<file path="src/shared/rmx_pkg.sv">
// constants, enumerations and carriers of the real-mode exception and debug unit
package rmx_pkg;
  // clock and start-up delay after reset release
  localparam int MCLK_PERIOD_NS = 40;
  localparam int DOUBLE_FREQ_CLOCK_PERIOD_NS = MCLK_PERIOD_NS / 2; // double_freq_clock runs twice mclk
  localparam int START_DOUBLE_FREQ_CLOCK_MIN = 350;
  localparam int START_DOUBLE_FREQ_CLOCK_MAX = 450;
  localparam int START_MIN_NS = START_DOUBLE_FREQ_CLOCK_MIN * DOUBLE_FREQ_CLOCK_PERIOD_NS;
  localparam int START_MAX_NS = START_DOUBLE_FREQ_CLOCK_MAX * DOUBLE_FREQ_CLOCK_PERIOD_NS;
  localparam int START_CYCLES = (START_MIN_NS + MCLK_PERIOD_NS - 1) / MCLK_PERIOD_NS;
  localparam int START_MAX_CYCLES = START_MAX_NS / MCLK_PERIOD_NS;
  localparam int START_CNT_W = 9;

  // register byte offsets
  localparam logic [7:0] ADR_BP0 = 8'h00;
  localparam logic [7:0] ADR_BP1 = 8'h04;
  localparam logic [7:0] ADR_BP2 = 8'h08;
  localparam logic [7:0] ADR_BP3 = 8'h0c;
  localparam logic [7:0] ADR_CTRL = 8'h10;
  localparam logic [7:0] ADR_STAT = 8'h14;
  localparam logic [7:0] ADR_FLAGS = 8'h18;
  localparam logic [7:0] ADR_LIMIT = 8'h1c;
  localparam logic [7:0] ADR_STATE = 8'h20;

  // field positions
  localparam int BP_NUM = 4;
  localparam int CTRL_TYPE_LSB = 4;
  localparam int CTRL_W = 12;
  localparam int STAT_STEP_BIT = 4;
  localparam int STAT_W = 5;
  localparam int FLAG_STEP_BIT = 8;
  localparam int FLAG_IE_BIT = 9;

  // reset values
  localparam logic [CTRL_W-1:0] CTRL_RST = 12'h000;
  localparam logic [STAT_W-1:0] STAT_RST = 5'h00;
  localparam logic [15:0] FLAGS_RST = 16'h0002;
  localparam logic [15:0] LIMIT_RST = 16'h03ff;
  localparam logic [19:0] BP_ADDR_RST = 20'h00000;

  // vectors and fixed figures
  localparam logic [7:0] VEC_STEP = 8'h01;
  localparam logic [7:0] VEC_NMI = 8'h02;
  localparam logic [7:0] VEC_BRK = 8'h03;
  localparam logic [7:0] VEC_LOCK = 8'h06;
  localparam logic [7:0] VEC_DBL = 8'h08;
  localparam logic [7:0] VEC_STK = 8'h0c;
  localparam logic [7:0] VEC_GP = 8'h0d;
  localparam logic [7:0] OP_BRK = 8'hcc;
  localparam logic [31:0] SEG_LAST = 32'h0000ffff;
  localparam logic [15:0] NMI_LIMIT_MIN = 16'h000f;
  localparam logic [15:0] NMI_SP_MIN = 16'h0005;

  typedef enum logic [1:0] {
    BP_EXEC = 2'b00,
    BP_WRITE = 2'b01,
    BP_NONE = 2'b10,
    BP_RW = 2'b11
  } rmx_bp_e;

  typedef enum logic [2:0] {
    SEG_CS = 3'b000,
    SEG_DS = 3'b001,
    SEG_ES = 3'b010,
    SEG_FS = 3'b011,
    SEG_GS = 3'b100,
    SEG_SS = 3'b101
  } rmx_seg_e;

  typedef enum logic [2:0] {
    LK_BIT = 3'b000,
    LK_EXCHANGE_OP = 3'b001,
    LK_ALU = 3'b010,
    LK_UNARY = 3'b011,
    LK_OTHER = 3'b100
  } rmx_lock_e;

  typedef enum logic [1:0] {
    RUN_WAIT = 2'b00,
    RUN_GO = 2'b01,
    RUN_HALT = 2'b10,
    RUN_SHUT = 2'b11
  } rmx_run_e;

  typedef struct packed {
    logic valid;
    logic fetch;
    rmx_seg_e seg_kind;
    logic [15:0] seg;
    logic [31:0] off;
    logic word;
    logic write;
  } rmx_mem_s;

  typedef struct packed {
    logic valid;
    logic [7:0] opcode;
    logic halt_op;
    logic push_op;
    logic [15:0] sp;
    logic [2:0] push_bytes;
  } rmx_retire_s;

  typedef struct packed {
    logic valid;
    logic prefix;
    rmx_lock_e cls;
    logic dest_mem;
    logic rep;
  } rmx_lock_s;

  typedef struct packed {
    logic valid;
    logic [7:0] vector;
    logic ret_next;
    logic [19:0] vec_addr;
  } rmx_exc_s;
endpackage

</file>
<file path="src/rmx_unit.sv">
// real-mode exception, debug breakpoint, halt/shutdown and bus-lock control
`timescale 1ns/1ns
module rmx_unit
  import rmx_pkg::*;
(
  input wire logic mclk,
  input wire logic rst_b,
  input wire logic wb_cyc_i,
  input wire logic wb_stb_i,
  input wire logic wb_we_i,
  input wire logic [7:0] wb_adr_i,
  input wire logic [3:0] wb_sel_i,
  input wire logic [31:0] wb_dat_i,
  output logic [31:0] wb_dat_o,
  output logic wb_ack_o,
  input wire rmx_retire_s retire,
  input wire rmx_mem_s mem_req,
  input wire rmx_lock_s lock_req,
  input wire logic rmw_read,
  input wire logic rmw_done,
  input wire logic [15:0] stack_pointer,
  input wire logic [7:0] intr_vector,
  input wire logic nmi_pin,
  input wire logic intr_pin,
  input wire logic float_request_pin_b,
  output rmx_exc_s exc,
  output logic [19:0] phys_addr,
  output logic addr_valid,
  output logic fetch_enable,
  output logic halted,
  output logic shutdown,
  output logic bus_lock,
  output logic op_size_32
);

  // software-visible state
  logic [19:0] breakpoint_address_regs [BP_NUM];
  logic [CTRL_W-1:0] breakpoint_control_reg;
  logic [STAT_W-1:0] breakpoint_status_reg;
  logic [15:0] flags_register;
  logic [15:0] table_limit;

  // block state
  rmx_run_e run;
  rmx_run_e next_run;
  logic [START_CNT_W-1:0] start_cnt;
  logic nmi_pend;
  logic dbp_pend;
  logic lock_armed;

  // pin synchronisers: s1 feeds only s2, levels move once s2 and s3 agree
  logic [2:0] pin_s1;
  logic [2:0] pin_s2;
  logic [2:0] pin_s3;
  logic [2:0] pin_lvl;
  logic nmi_lvl_d;
  wire [2:0] pin_raw = {~float_request_pin_b, intr_pin, nmi_pin};
  wire nmi_lvl = pin_lvl[0];
  wire intr_lvl = pin_lvl[1];
  wire float_lvl = pin_lvl[2];
  wire nmi_rise = nmi_lvl & ~nmi_lvl_d;

  always_ff @(posedge mclk or negedge rst_b) begin
    if (!rst_b) begin
      pin_s1 <= 3'h0;
      pin_s2 <= 3'h0;
      pin_s3 <= 3'h0;
      nmi_lvl_d <= 1'b0;
    end else begin
      pin_s1 <= pin_raw;
      pin_s2 <= pin_s1;
      pin_s3 <= pin_s2;
      nmi_lvl_d <= nmi_lvl;
    end
  end

  // accept a change only when the last two stages match, filtering one-cycle glitches
  for (genvar p = 0; p < 3; p++) begin : g_pin
    always_ff @(posedge mclk or negedge rst_b) begin
      if (!rst_b) begin
        pin_lvl[p] <= 1'b0;
      end else if (pin_s2[p] == pin_s3[p]) begin
        pin_lvl[p] <= pin_s3[p];
      end
    end
  end

  // run-state qualifiers
  wire go = run == RUN_GO;
  wire ret_go = go & retire.valid;
  wire mem_go = go & mem_req.valid;
  wire step_on = flags_register[FLAG_STEP_BIT];
  wire ie_on = flags_register[FLAG_IE_BIT];

  // real-mode address: segment times sixteen plus low offset, carry past 20 bits dropped
  wire [19:0] phys_c = {mem_req.seg, 4'h0} + {4'h0, mem_req.off[15:0]};

  // 64K segment overrun, word straddling ffff included
  wire past_end = mem_req.off > SEG_LAST;
  wire word_wrap = mem_req.word & (mem_req.off == SEG_LAST);
  wire seg_fault = mem_go & (past_end | word_wrap);
  wire stk_fault = seg_fault & (mem_req.seg_kind == SEG_SS);

  // breakpoint comparators, one per address register
  logic [BP_NUM-1:0] hit_x;
  logic [BP_NUM-1:0] hit_d;
  for (genvar i = 0; i < BP_NUM; i++) begin : g_bp
    wire [1:0] bp_type = breakpoint_control_reg[CTRL_TYPE_LSB + 2*i +: 2];
    wire bp_en = breakpoint_control_reg[i];
    wire bp_eq = breakpoint_address_regs[i] == phys_c;
    wire wr_match = (bp_type == BP_WRITE) & mem_req.write;
    assign hit_x[i] = mem_go & mem_req.fetch & bp_en & bp_eq & (bp_type == BP_EXEC);
    assign hit_d[i] = mem_go & ~mem_req.fetch & bp_en & bp_eq & (wr_match | bp_type == BP_RW);
  end

  // lock legality: form only, never privilege
  wire lock_form_ok = ((lock_req.cls == LK_BIT) | (lock_req.cls == LK_ALU)
                      | (lock_req.cls == LK_UNARY) | (lock_req.cls == LK_EXCHANGE_OP))
                      & lock_req.dest_mem;
  wire lock_ok = lock_form_ok & ~lock_req.rep;
  wire lock_seen = go & lock_req.valid & lock_req.prefix;
  wire lock_bad = lock_seen & ~lock_ok;

  // stack wrap with odd pointer is unrecoverable
  wire stack_wrap = ret_go & retire.push_op & retire.sp[0]
                    & (retire.sp < {13'h0000, retire.push_bytes});

  wire nmi_ok = (table_limit >= NMI_LIMIT_MIN) & (stack_pointer > NMI_SP_MIN);
  wire halt_state = run == RUN_HALT;
  wire shut_state = run == RUN_SHUT;
  wire boundary = ret_go | halt_state;

  // one candidate vector per cycle, faults ahead of traps ahead of interrupts
  logic cand_v;
  logic [7:0] cand;
  logic cand_next;
  logic sel_nmi;
  always_comb begin
    cand_v = 1'b0;
    cand = 8'h00;
    cand_next = 1'b0;
    sel_nmi = 1'b0;
    if (lock_bad) begin
      cand_v = 1'b1;
      cand = VEC_LOCK;
    end else if (seg_fault) begin
      cand_v = 1'b1;
      cand = stk_fault ? VEC_STK : VEC_GP;
    end else if (|hit_x) begin
      cand_v = 1'b1;
      cand = VEC_STEP;
    end else if (ret_go & (retire.opcode == OP_BRK)) begin
      cand_v = 1'b1;
      cand = VEC_BRK;
      cand_next = 1'b1;
    end else if (ret_go & (step_on | dbp_pend | (|hit_d))) begin
      cand_v = 1'b1;
      cand = VEC_STEP;
      cand_next = 1'b1;
    end else if ((boundary | (shut_state & nmi_ok)) & nmi_pend) begin
      cand_v = 1'b1;
      cand = VEC_NMI;
      cand_next = 1'b1;
      sel_nmi = 1'b1;
    end else if (boundary & intr_lvl & ie_on) begin
      cand_v = 1'b1;
      cand = intr_vector;
      cand_next = 1'b1;
    end
  end

  // table limit check: entry ends at 4n+3
  wire [15:0] cand_end = {6'h00, cand, 2'b11};
  wire [15:0] dbl_end = {6'h00, VEC_DBL, 2'b11};
  wire cand_out = cand_end > table_limit;
  wire dbl_out = dbl_end > table_limit;
  wire fatal_vec = (cand == VEC_DBL) | (cand == VEC_GP);
  wire to_shut = (cand_v & cand_out & (fatal_vec | dbl_out)) | stack_wrap;
  wire deliver = cand_v & ~to_shut;
  wire [7:0] final_vec = cand_out ? VEC_DBL : cand;
  wire final_next = cand_out ? 1'b0 : cand_next;

  // run sequencing: start delay, halt, shutdown
  wire start_done = start_cnt == START_CNT_W'(START_CYCLES - 1);
  always_comb begin
    next_run = run;
    unique case (run)
      RUN_WAIT: begin
        if (start_done) begin
          next_run = RUN_GO;
        end
      end
      RUN_GO: begin
        if (to_shut) begin
          next_run = RUN_SHUT;
        end else if (ret_go & retire.halt_op & ~cand_v) begin
          next_run = RUN_HALT;
        end
      end
      RUN_HALT: begin
        if (to_shut) begin
          next_run = RUN_SHUT;
        end else if (deliver | float_lvl) begin
          next_run = RUN_GO;
        end
      end
      RUN_SHUT: begin
        if (deliver) begin
          next_run = RUN_GO;
        end
      end
    endcase
  end

  always_ff @(posedge mclk or negedge rst_b) begin
    if (!rst_b) begin
      run <= RUN_WAIT;
      start_cnt <= '0;
    end else begin
      run <= next_run;
      start_cnt <= start_done ? start_cnt : start_cnt + 1'b1;
    end
  end

  // nmi edge pends until taken, data hit until the next retirement; refused shutdown nmi dropped; new event wins
  always_ff @(posedge mclk or negedge rst_b) begin
    if (!rst_b) begin
      nmi_pend <= 1'b0;
      dbp_pend <= 1'b0;
    end else begin
      nmi_pend <= nmi_rise | (nmi_pend & ~(sel_nmi & deliver) & ~(shut_state & ~nmi_ok));
      dbp_pend <= (|hit_d) | (dbp_pend & ~ret_go);
    end
  end

  // exception request and address outputs, registered
  wire [19:0] vec_addr_c = {10'h000, final_vec, 2'b00};
  always_ff @(posedge mclk or negedge rst_b) begin
    if (!rst_b) begin
      exc <= '0;
      phys_addr <= 20'h00000;
      addr_valid <= 1'b0;
    end else begin
      exc.valid <= deliver;
      exc.vector <= final_vec;
      exc.ret_next <= final_next;
      exc.vec_addr <= vec_addr_c;
      phys_addr <= phys_c;
      addr_valid <= mem_go & ~seg_fault;
    end
  end

  // visible run status; fetch only while running
  always_ff @(posedge mclk or negedge rst_b) begin
    if (!rst_b) begin
      fetch_enable <= 1'b0;
      halted <= 1'b0;
      shutdown <= 1'b0;
      op_size_32 <= 1'b0;
    end else begin
      fetch_enable <= next_run == RUN_GO;
      halted <= next_run == RUN_HALT;
      shutdown <= next_run == RUN_SHUT;
      op_size_32 <= 1'b0;
    end
  end

  // lock held across the locked read and write so arbiters keep others off
  always_ff @(posedge mclk or negedge rst_b) begin
    if (!rst_b) begin
      lock_armed <= 1'b0;
      bus_lock <= 1'b0;
    end else begin
      if (lock_seen) begin
        lock_armed <= lock_ok;
      end else if (rmw_done) begin
        lock_armed <= 1'b0;
      end
      if (rmw_read & lock_armed) begin
        bus_lock <= 1'b1;
      end else if (rmw_done) begin
        bus_lock <= 1'b0;
      end
    end
  end

  // wishbone decode; one wait state, ack for one cycle
  wire wb_req = wb_cyc_i & wb_stb_i & ~wb_ack_o;
  wire wb_wr = wb_req & wb_we_i;
  wire hit_ctrl = wb_adr_i == ADR_CTRL;
  wire hit_stat = wb_adr_i == ADR_STAT;
  wire hit_flags = wb_adr_i == ADR_FLAGS;
  wire hit_limit = wb_adr_i == ADR_LIMIT;
  wire [3:0] hit_bp = {wb_adr_i == ADR_BP3, wb_adr_i == ADR_BP2,
                       wb_adr_i == ADR_BP1, wb_adr_i == ADR_BP0};

  // byte-lane merge of a write into a stored word
  function automatic logic [31:0] lane_merge(input logic [31:0] old_w, input logic [31:0] new_w,
                                             input logic [3:0] sel);
    logic [31:0] res;
    res = old_w;
    for (int b = 0; b < 4; b++) begin
      if (sel[b]) begin
        res[8*b +: 8] = new_w[8*b +: 8];
      end
    end
    return res;
  endfunction

  wire [31:0] ctrl_new = lane_merge({20'h00000, breakpoint_control_reg}, wb_dat_i, wb_sel_i);
  wire [31:0] flags_new = lane_merge({16'h0000, flags_register}, wb_dat_i, wb_sel_i);
  wire [31:0] limit_new = lane_merge({16'h0000, table_limit}, wb_dat_i, wb_sel_i);
  wire [STAT_W-1:0] stat_clr = (wb_wr & hit_stat & wb_sel_i[0]) ? wb_dat_i[STAT_W-1:0]
                                                                 : {STAT_W{1'b0}};
  wire [STAT_W-1:0] stat_set = {ret_go & step_on, hit_x | hit_d};

  // breakpoint address registers
  for (genvar r = 0; r < BP_NUM; r++) begin : g_bpreg
    wire [31:0] bp_new = lane_merge({12'h000, breakpoint_address_regs[r]}, wb_dat_i, wb_sel_i);
    always_ff @(posedge mclk or negedge rst_b) begin
      if (!rst_b) begin
        breakpoint_address_regs[r] <= BP_ADDR_RST;
      end else if (wb_wr & hit_bp[r]) begin
        breakpoint_address_regs[r] <= bp_new[19:0];
      end
    end
  end

  // control, status, flags and limit; status bits are write-one-to-clear, hits win
  always_ff @(posedge mclk or negedge rst_b) begin
    if (!rst_b) begin
      breakpoint_control_reg <= CTRL_RST;
      breakpoint_status_reg <= STAT_RST;
      flags_register <= FLAGS_RST;
      table_limit <= LIMIT_RST;
    end else begin
      if (wb_wr & hit_ctrl) begin
        breakpoint_control_reg <= ctrl_new[CTRL_W-1:0];
      end
      breakpoint_status_reg <= stat_set | (breakpoint_status_reg & ~stat_clr);
      if (wb_wr & hit_flags) begin
        flags_register <= flags_new[15:0];
      end
      if (wb_wr & hit_limit) begin
        table_limit <= limit_new[15:0];
      end
    end
  end

  // read mux; unmapped offsets read zero and still ack
  logic [31:0] rd_mux;
  always_comb begin
    rd_mux = 32'h00000000;
    for (int k = 0; k < BP_NUM; k++) begin
      if (hit_bp[k]) begin
        rd_mux = {12'h000, breakpoint_address_regs[k]};
      end
    end
    if (hit_ctrl) begin
      rd_mux = {20'h00000, breakpoint_control_reg};
    end else if (hit_stat) begin
      rd_mux = {27'h0000000, breakpoint_status_reg};
    end else if (hit_flags) begin
      rd_mux = {16'h0000, flags_register};
    end else if (hit_limit) begin
      rd_mux = {16'h0000, table_limit};
    end else if (wb_adr_i == ADR_STATE) begin
      rd_mux = {27'h0000000, lock_armed, bus_lock, nmi_pend, run};
    end
  end

  always_ff @(posedge mclk or negedge rst_b) begin
    if (!rst_b) begin
      wb_ack_o <= 1'b0;
      wb_dat_o <= 32'h00000000;
    end else begin
      wb_ack_o <= wb_req;
      wb_dat_o <= wb_req ? rd_mux : 32'h00000000;
    end
  end

endmodule // rmx_unit

</file>
<file path="config.mk">
export PLATFORM = sky130hd
export DESIGN_NAME = rmx_unit
export DESIGN_NICKNAME = d
export VERILOG_FILES = /design/src/shared/rmx_pkg.sv /design/src/rmx_unit.sv
export SDC_FILE = /design/constraint.sdc
export NUM_CORES = 1
export LEC_CHECK = 0
export ABC_AREA = 1
export BUFFER_PORTS_ARGS = -buffer_cell sky130_fd_sc_hd__buf_4
export CORE_MARGIN = 2
export CORE_UTILIZATION = 50
export DETAILED_ROUTE_END_ITERATION = 10
export PLACE_DENSITY = 0.77
export SLEW_MARGIN = 20
export SYNTH_ARGS = -nofsm -noshare
export SYNTH_HDL_FRONTEND = slang
export SYNTH_SLANG_ARGS = --single-unit
</file>
<file path="constraint.sdc">
create_clock -name mclk -period 3 [get_ports mclk]
set_input_delay 0 -clock mclk [delete_from_list [all_inputs] [get_ports mclk]]
set_output_delay 0 -clock mclk [all_outputs]
set_load 0.005 [all_outputs]
</file>
After elaboration in Yosys (flattened, before gate mapping)
Cells that the tools add are included.

operators by class
  div/mod/pow operators = 0
  shifts and indexed selects = 0
  eq/ne operators = 38
  multiply operators = 0
  reduce and logical (&&, ||, !) cells = 29
  magnitude comparators = 6
  mux-type cells = 47
  bitwise gates (word level) = 111
  add/subtract/negate cells = 2

operators by type and width
  cell                    count
  $mux W32                9
  $eq A20 B20 Y1          4
  $and A1 B1 Y1           76
  $mux W8                 8
  $reduce_and A2 Y1       18
  $eq A32 B16 Y1 const B  1
  $eq A8 B4 Y1 const B    4
  $eq A8 B5 Y1 const B    4
  $gt A32 B16 Y1 const B  1
  $mux W1                 21
  $add A20 B16 Y20        1
  $mux W20                1
  $or A1 B1 Y1            18
  $eq A2 B2 Y1 const B    8
  $ge A16 B4 Y1 const B   1
  $gt A10 B16 Y1          1
  $gt A16 B3 Y1 const B   1
  $gt A6 B16 Y1 const A   1
  $lt A16 B3 Y1           1
  $not A1 Y1              13
  $eq A2 B1 Y1 const B    6
  $mux W2                 6
  $logic_not A2 Y1        5
  $add A9 B1 Y9 const B   1
  other kinds (18)        23

storage, ports and cells
  logic and storage cells = 275
  flip-flop bits (word level) = 224
  bits of input ports = 170
  latch bits = 0
  output and inout port bits = 89
  RAM bits = 0
  memories kept = 0
  bits in read-only memories = 0

Depth between registers and ports, before layout
Gate-level depths: netlist of the first run.

  word-level depth = 26
  depth in mapped cells = 38

Least setup slack after synthesis of the first run
No wires, ideal clock.

  path kind = input to register
  from = input mem_req[6] (netlist name)
  to = register fetch_enable
  setup time = 0.113 ns
  arrival time = 3.523 ns
  slack = -0.636 ns
  stages = 31
  path through = ha_1 > fa_1 > nand2_2 > nand3_2 > nand3_1 > nand2_2 > nand2_2 > nand2_2 > xor2_1 > nor2_1 > nand2_2 > nor2_2 > nand3_2 > nand2_1 > nor2_2 > nand2_4 > nand2_4 > nand3_2 > inv_2 > nand3_1 > inv_1 > ha_1 > nand2_1 > nor4_1 > nand4_1 > nand3_2 > nand2_1 > o21ai_2 > nand3b_4 > nand2_1 > inv_1

between the ends
  longest elaborated chain between the ends = 24

RTL lines
  item                                                     line             RTL
  start, declared                                          rmx_unit.sv:17   input wire rmx_mem_s mem_req,
  $add A20 B16 Y20 *                                       rmx_unit.sv:96   wire [19:0] phys_c = {mem_req.seg, 4'h0} + {4'h0, mem_req.off[15:0]};
  via phys_c[12]                                           rmx_unit.sv:96
  branches (longest 21 deep; another with $gt A10 B16 Y1)  -
  $pmux W2 S4 *                                            rmx_unit.sv:187  unique case (run)
  via next_run[0]                                          rmx_unit.sv:45   rmx_run_e next_run;
  $eq A2 B1 Y1 *                                           rmx_unit.sv:261  fetch_enable <= next_run == RUN_GO;
  end signal, assigned                                     rmx_unit.sv:256  fetch_enable <= 1'b0;
  end signal, assigned                                     rmx_unit.sv:261
  end, declared                                            rmx_unit.sv:29   output logic fetch_enable,

Mark *: on every way through the listed nets, which the timed path passes.
A chain may end at the register's enable or synchronous reset.

Worst setup path after layout of the first run
  from = register run[1]
  to = register fetch_enable

between the ends
  longest elaborated chain between the ends = 26

RTL lines
  item                                              line             RTL
  start, declared                                   rmx_unit.sv:44   rmx_run_e run;
  start signal, assigned                            rmx_unit.sv:220  run <= next_run;
  branches (longest 24 deep; another with $mux W8)  -
  $pmux W2 S4 *                                     rmx_unit.sv:187
  via next_run[0]                                   rmx_unit.sv:45
  $eq A2 B1 Y1 *                                    rmx_unit.sv:261

Marked as above.

==> run metrics, run 1 <==
status=complete, but fails checks; violations in the final reports=setup timing; Antenna Diode Count=0; flip-flop count of the largest register, all copies and words added=80; number of buffer and inverter stages on the critical path=7; pin count of the biggest net entering global routing=89; worst min path class=primary input to register; Final Total Pwr=7.12 mW; kind of critical path=register to register; mean instance size in the synthesized netlist=7.68 um2; clock latency reported for the late side of the worst-skew pair=0.54 ns; kind of cell with the highest combined delay on the critical path=simple AND/OR/NAND/NOR gates; remaining routing DRC violations=0; CTS H-tree lvls=1; number of nets with antenna violations after routing=0; Most flops, register=breakpoint_address_regs; startpoint type of the worst setup path=register; share of the synthesized netlist area taken by xor and xnor gates=1.66%; clock transition at the registers of the reported paths=0.06 ns; P_leak=8.72 nW; Initial Utilization=50.5%; buffer type at the clock tree root=clkbuf_16; final estimated routing congestion in global placement=0.963; total of endpoints with negative setup slack in the final report=16; drt initial violations=1204; portion of netlist area occupied by mux cells=0%; Yosys warnings=0; synthesized area=12200 um2; number of synthesized flops with an enable pin=0; largest family of logic cells by synthesized area=simple AND/OR/NAND/NOR gates; count of state elements after synthesis=212; top cells by area, synth=dfrtp_1, nand2_1, o21ai_0; overall routing resource usage=32.6%; adder and majority gate portion of the synthesized area=2.76%; count of cell types in the netlist=61; max-cap violation count=0; total I/O pin count=259; area fraction of the dominant cell type after synthesis=41.2%; maximum root-to-sink buffer count=3; minimum period implied by the final worst setup slack=3.71 ns; Arrival @ worst endpoint=4.14 ns; crit path max fanout=4; worst-case headroom to the max-slew limit=45.9%; first-pass GRT wire length=66.9 mm; Routed WL=42.4 mm; cell row count=57; width of the die=160 um; antenna violations before repair=0; pre-CTS setup slack=-1.18 ns; longest individual stage delay on the worst path=0.39 ns; TritonCTS clock tree=built; sequential-to-total area share from yosys stat=43.5%; number of buffers added on ports=216; Net count, final=2268; actual slew at the worst max-slew pin=0.811 ns; CTS sink count=212; synthesized instance count=1591; Pre-antenna DRT Iters=7; most frequent standard cell in the layout excluding fill and tap cells=buf_4; ratio of cells with drive above 1 in the final layout=30.1%; signed area change from the synthesized netlist to the final layout=41.2%; synthesized-area fraction occupied by and/or/nand/nor cells=29.3%; cell type with the highest aggregate area in the netlist=dfrtp_1; via total after detailed routing=13.1k; timing-limited maximum frequency=270 MHz; worst IR drop on VDD=0.389 mV; fin crit share=124%; flip-flop cell with the highest count after synthesis=dfrtp_1; clock buffer count from CTS=24; Congestion Overflow GR=0; number of global-route vias before repair=13.0k; RSZ-0062 raised after global routing=true; area of the core=24200 um2; critical-path cell with the highest stage delay=dfrtp_1; Critical Path Sink Type=register; HPWL after DPL=31.3 mm; Die Area=25700 um2; Final Hold Vio Count=0; routed wirelength normalized by instance count=17.5 um; largest registers=breakpoint_address_regs (80), phys_addr (20), wb_dat_o (20); Via-to-Cell Ratio=5.43; commonest cells after routing, fill and taps aside=buf_4, nand2_1, inv_1; floorplan die height=160 um; fraction of the mapped netlist area in compound gates=13.0%; number of max-slew violations in the final report=0; data required time of the worst path=3.43 ns; Power Density=413 nW/um2; Worst Skew=0.0156 ns; smallest setup slack after layout=-0.708 ns; share of flip-flops with an asynchronous set or reset after synthesis=100%
[through the flow]
| step | hold WS [ns] | setup TNS, ns | utilization, % | std cells | instance area [um2] |
|---|---|---|---|---|---|
| 2_1_floorplan | -0.296 | -4.23 | - | 1615 | 12300 |
| 3_3_place_gp | 0.110 | -14.09 | 64.4 | 2298 | 15600 |
| 3_5_place_dp | 0.110 | -15.77 | 64.4 | 2298 | 15600 |
| 4_1_cts | 0.00517 | -8.08 | 70.6 | 2407 | 17100 |
| 5_1_grt | 0.0474 | -14.78 | 71.4 | 2416 | 17300 |
| 6_report | 0.000881 | -9.77 | 71.4 | 2416 | 17300 |
[worst register-to-register path: cells and delay by family, from the launching register on]
family                   cells  cell delay, ns
flip-flops                   1            0.39
AO/OA/AOI/OAI                3            0.47
adder cells (fa/ha/maj)      1            0.28
AND/OR/NAND/NOR             15            1.89
buffers and inverters        7            0.59
[synth_stat cells, types with 3 or more instances]
cell	n
nor2_1	107
nand2_1	413
dfrtp_1	201
nor4_1	17
xnor2_1	4
o21ai_0	172
a31oi_1	3
xor2_1	14
clkinv_1	3
maj3_1	3
nor3_1	14
inv_1	210
nand2_2	36
nand2_4	10
ha_1	23
nand4_1	19
nand3_2	14
buf_4	33
o22ai_1	8
dfstp_2	11
nor2_2	6
a21oi_2	3
o221ai_1	10
nand3_1	110
a21oi_1	37
clkbuf_1	24
nor3_2	6
o211ai_1	14
inv_2	8
nand3b_1	11
a221oi_1	5
o2111ai_1	3
[kinds of logic after synthesis]
group           Yosys count
simple gates            776
buf+inv                 280
compound gates          275
flops                   212
fa+ha+maj                27
xor+xnor                 20
other cells               1
[repair_timing]
| item | in CTS | in global routing |
|---|---|---|
| endpoints found under the hold margin | 233 | 0 |
| resized for setup | 21 | 31 |
| endpoints found under the setup margin | 16 | 16 |
| pin swaps | 17 | 37 |
| setup buffers | 15 | 9 |
| hold buffers | 50 | 0 |
[per-layer routing]
metal | global-route usage [%] | share of wire (%)
met1 | 42.6 | 40
met2 | 54.1 | 47
met3 | 4.67 | 8.5
met4 | 14.8 | 4.6
met5 | 0 | 0
[final timing paths]
kind / startpoint / end / slack (ns) / cells after the start
min in group asynchronous: rst_b / phys_addr[11] / 0.11 / 2
worst min register to register: pin_s1[0] / pin_s2[0] / 0.35 / 0
worst max register to register: run[1] / fetch_enable / -0.71 / 26
worst min-delay path: lock_req[4] / exc[20] / 0.0009 / 5
max in group asynchronous: rst_b / flags_register[1] / 1.79 / 3
worst max-delay path: run[1] / fetch_enable / -0.71 / 26
[cell type report]
type / count / area (um2)
Clock buffer: 36 / 707
Clock inverter: 8 / 90.1
Fill cell: 1887 / 6920
Inverter: 221 / 830
Multi-Input combinational cell: 1123 / 6050
Sequential cell: 212 / 5320
Tap cell: 324 / 405
Timing Repair Buffer: 492 / 3850
[report_power, final]
group	leakage, nW	switching (mW)	internal, mW	total (mW)
logic	5.51	0.643	0.534	1.18
clock network	0.397	1.20	1.79	3.00
registers	2.82	0.0273	2.92	2.95
total	8.72	1.88	5.25	7.12
Power figures use the tool's default switching activity.
==> run 2, diff against run 1 <==
RECOVER_POWER = 25   (was default)
==> run metrics, run 2 (synthesis results as in run 1) <==
commonest cells after routing, fill and taps aside=buf_4, nand2_1, inv_1; global-route track usage on met2=54.1% (unchanged); fin util=71.2% (-0.17 points); overall routing resource usage=32.6% (unchanged); cell row count=57 (unchanged); Final Hold Vio Count=0 (unchanged); fin crit share=123% (-0.16 points); Arrival @ worst endpoint=4.13 ns (about the same); Power Density=413 nW/um2 (+0.13%); clock transition at the registers of the reported paths=0.07 ns (about the same); largest registers=breakpoint_address_regs (80), phys_addr (20), wb_dat_o (20); Hold Slack=0.000954 ns (+0.0000726 ns); reg2reg setup slack=-0.70 ns (about the same); filler cell count in the final layout=1897 (+0.53%); Critical Path Sink Type=register; total I/O pin count=259 (unchanged); maximum root-to-sink buffer count=3 (unchanged); most frequent standard cell in the layout excluding fill and tap cells=buf_4; ratio of cells with drive above 1 in the final layout=29.9% (-0.24 points); kind of critical path=register to register; routed wirelength normalized by instance count=17.5 um (about the same); worst r2r path cells=29 (+12%); signed area change from the synthesized netlist to the final layout=40.9%; number of buffers added on ports=216 (unchanged); clock latency reported for the late side of the worst-skew pair=0.54 ns (about the same); startpoint type of the worst setup path=register; worst-case headroom to the max-slew limit=-52.7% (-99 points); max-cap violation count=1 (+1); pin count of the biggest net entering global routing=89 (unchanged); worst min path class=primary input to register; drt initial violations=1187 (-1.4%); number of buffer and inverter stages on the critical path=3 (-4); longest individual stage delay on the worst path=0.40 ns (about the same); width of the die=160 um (unchanged); violations in the final reports=capacitance limit, slew limit, setup timing; Global Route met3 Usage=4.67% (unchanged); smallest setup slack after layout=-0.703 ns (+0.00486 ns); HPWL after DPL=31.3 mm (unchanged); Worst Skew=0.0148 ns (-0.000795 ns); Net count, final=2268 (unchanged); number of nets with antenna violations after routing=0 (unchanged); antenna violations before repair=0 (unchanged); Congestion Overflow GR=0 (unchanged); data required time of the worst path=3.43 ns (about the same); crit path max fanout=4 (unchanged); via total after detailed routing=13.0k (-0.53%); P_leak=8.70 nW (-0.30%); Antenna Diode Count=0 (unchanged); Via-to-Cell Ratio=5.40 (-0.53%); Routed WL=42.4 mm (about the same); CTS sink count=212 (unchanged); remaining routing DRC violations=0 (unchanged); final estimated routing congestion in global placement=0.963 (unchanged); flip-flop count of the largest register, all copies and words added=80 (unchanged); met1 demand-to-capacity share in global routing=42.6% (unchanged); Worst Hold Depth=5 (unchanged); number of global-route vias before repair=13.0k (unchanged); status=complete, but fails checks; floorplan die height=160 um (unchanged); number of max-slew violations in the final report=89 (+89); actual slew at the worst max-slew pin=2.29 ns (+1.48 ns); kind of cell with the highest combined delay on the critical path=simple AND/OR/NAND/NOR gates; Pre-antenna DRT Iters=6 (-1); buffer type at the clock tree root=clkbuf_16; minimum period implied by the final worst setup slack=3.70 ns (-0.00486 ns); critical-path cell with the highest stage delay=dfrtp_1; timing-limited maximum frequency=270 MHz (+0.13%); worst IR drop on VDD=0.389 mV (about the same); Most Crowded Layer GR=met2; endpoint of the lowest-slack register-to-register path=fetch_enable; Initial Utilization=50.5% (unchanged); total of endpoints with negative setup slack in the final report=16 (unchanged); RSZ-0062 raised after global routing=true; CTS H-tree lvls=1 (unchanged); reg-to-reg critical path startpoint=breakpoint_address_regs[40]; clock buffer count from CTS=24 (unchanged); first-pass GRT wire length=66.9 mm (unchanged); launch point of the worst hold path=lock_req[4]; Most flops, register=breakpoint_address_regs; Die Area=25700 um2 (unchanged); worst-case hold path end point=exc[20]; area of the core=24200 um2 (unchanged); TritonCTS clock tree=built
## run 2: report_power, final
part	internal, mW	leakage, nW	switching, mW
logic	0.528	5.48	0.643
clock network	1.79	0.397	1.20
registers	2.92	2.82	0.0275
total	5.24	8.70	1.87
## run 2: worst min-delay path, stage by stage
cell and delay (ns):
buf_4 0.08, nor3b_1 0.04, nor2_1 0.15, buf_4 0.18, a2111oi_4 0.05
## run 2: worst max path at each step
stage,start,to,slack [ns],depth (start not counted)
after global routing,breakpoint_address_regs[40],fetch_enable,-1.05,32
after detailed placement,mem_req[6],fetch_enable,-1.18,32
after CTS,breakpoint_address_regs[62],fetch_enable,-0.61,34
final,breakpoint_address_regs[40],fetch_enable,-0.70,29
after global placement,mem_req[6],fetch_enable,-1.03,32
after floorplan,mem_req[6],fetch_enable,-0.44,33
## run 2: stage by stage
stage	setup WS, ns	std cells	TNS [ns]	power, mW	area (um2)
floorplan	-0.436	1615	-4.23	3.51	12300
global placement	-1.03	2298	-14.09	4.06	15600
detailed placement	-1.18	2298	-15.77	4.08	15600
CTS	-0.614	2407	-8.08	7.11	17100
global route	-1.05	2416	-14.82	7.38	17200
finish	-0.703	2416	-9.73	7.11	17200
## run 2: cell type report
cell class,instances,area [um2],area share (%)
multi-input combinational,1123,6050,35.1
sequential,212,5320,30.9
timing repair buffer,492,3810,22.2
inverter,221,830,4.82
clock buffer,36,707,4.11
tap,324,405,2.35
clock inverter,8,90.1,0.523
## run 2: per-layer routing
metal,vias up,part of all wire (%)
met5,-,0
met4,0,4.6
met3,146,8.4
met2,654,47
met1,6125,40
li1,6122,-
## run 2: timing repair
item	CTS	global route
hold endpoints to repair	233	0
setup buffers	15	9
resized for setup	21	31
endpoints found under the setup margin	16	16
pin swaps	17	37
hold buffers	50	0
cloned	0	0
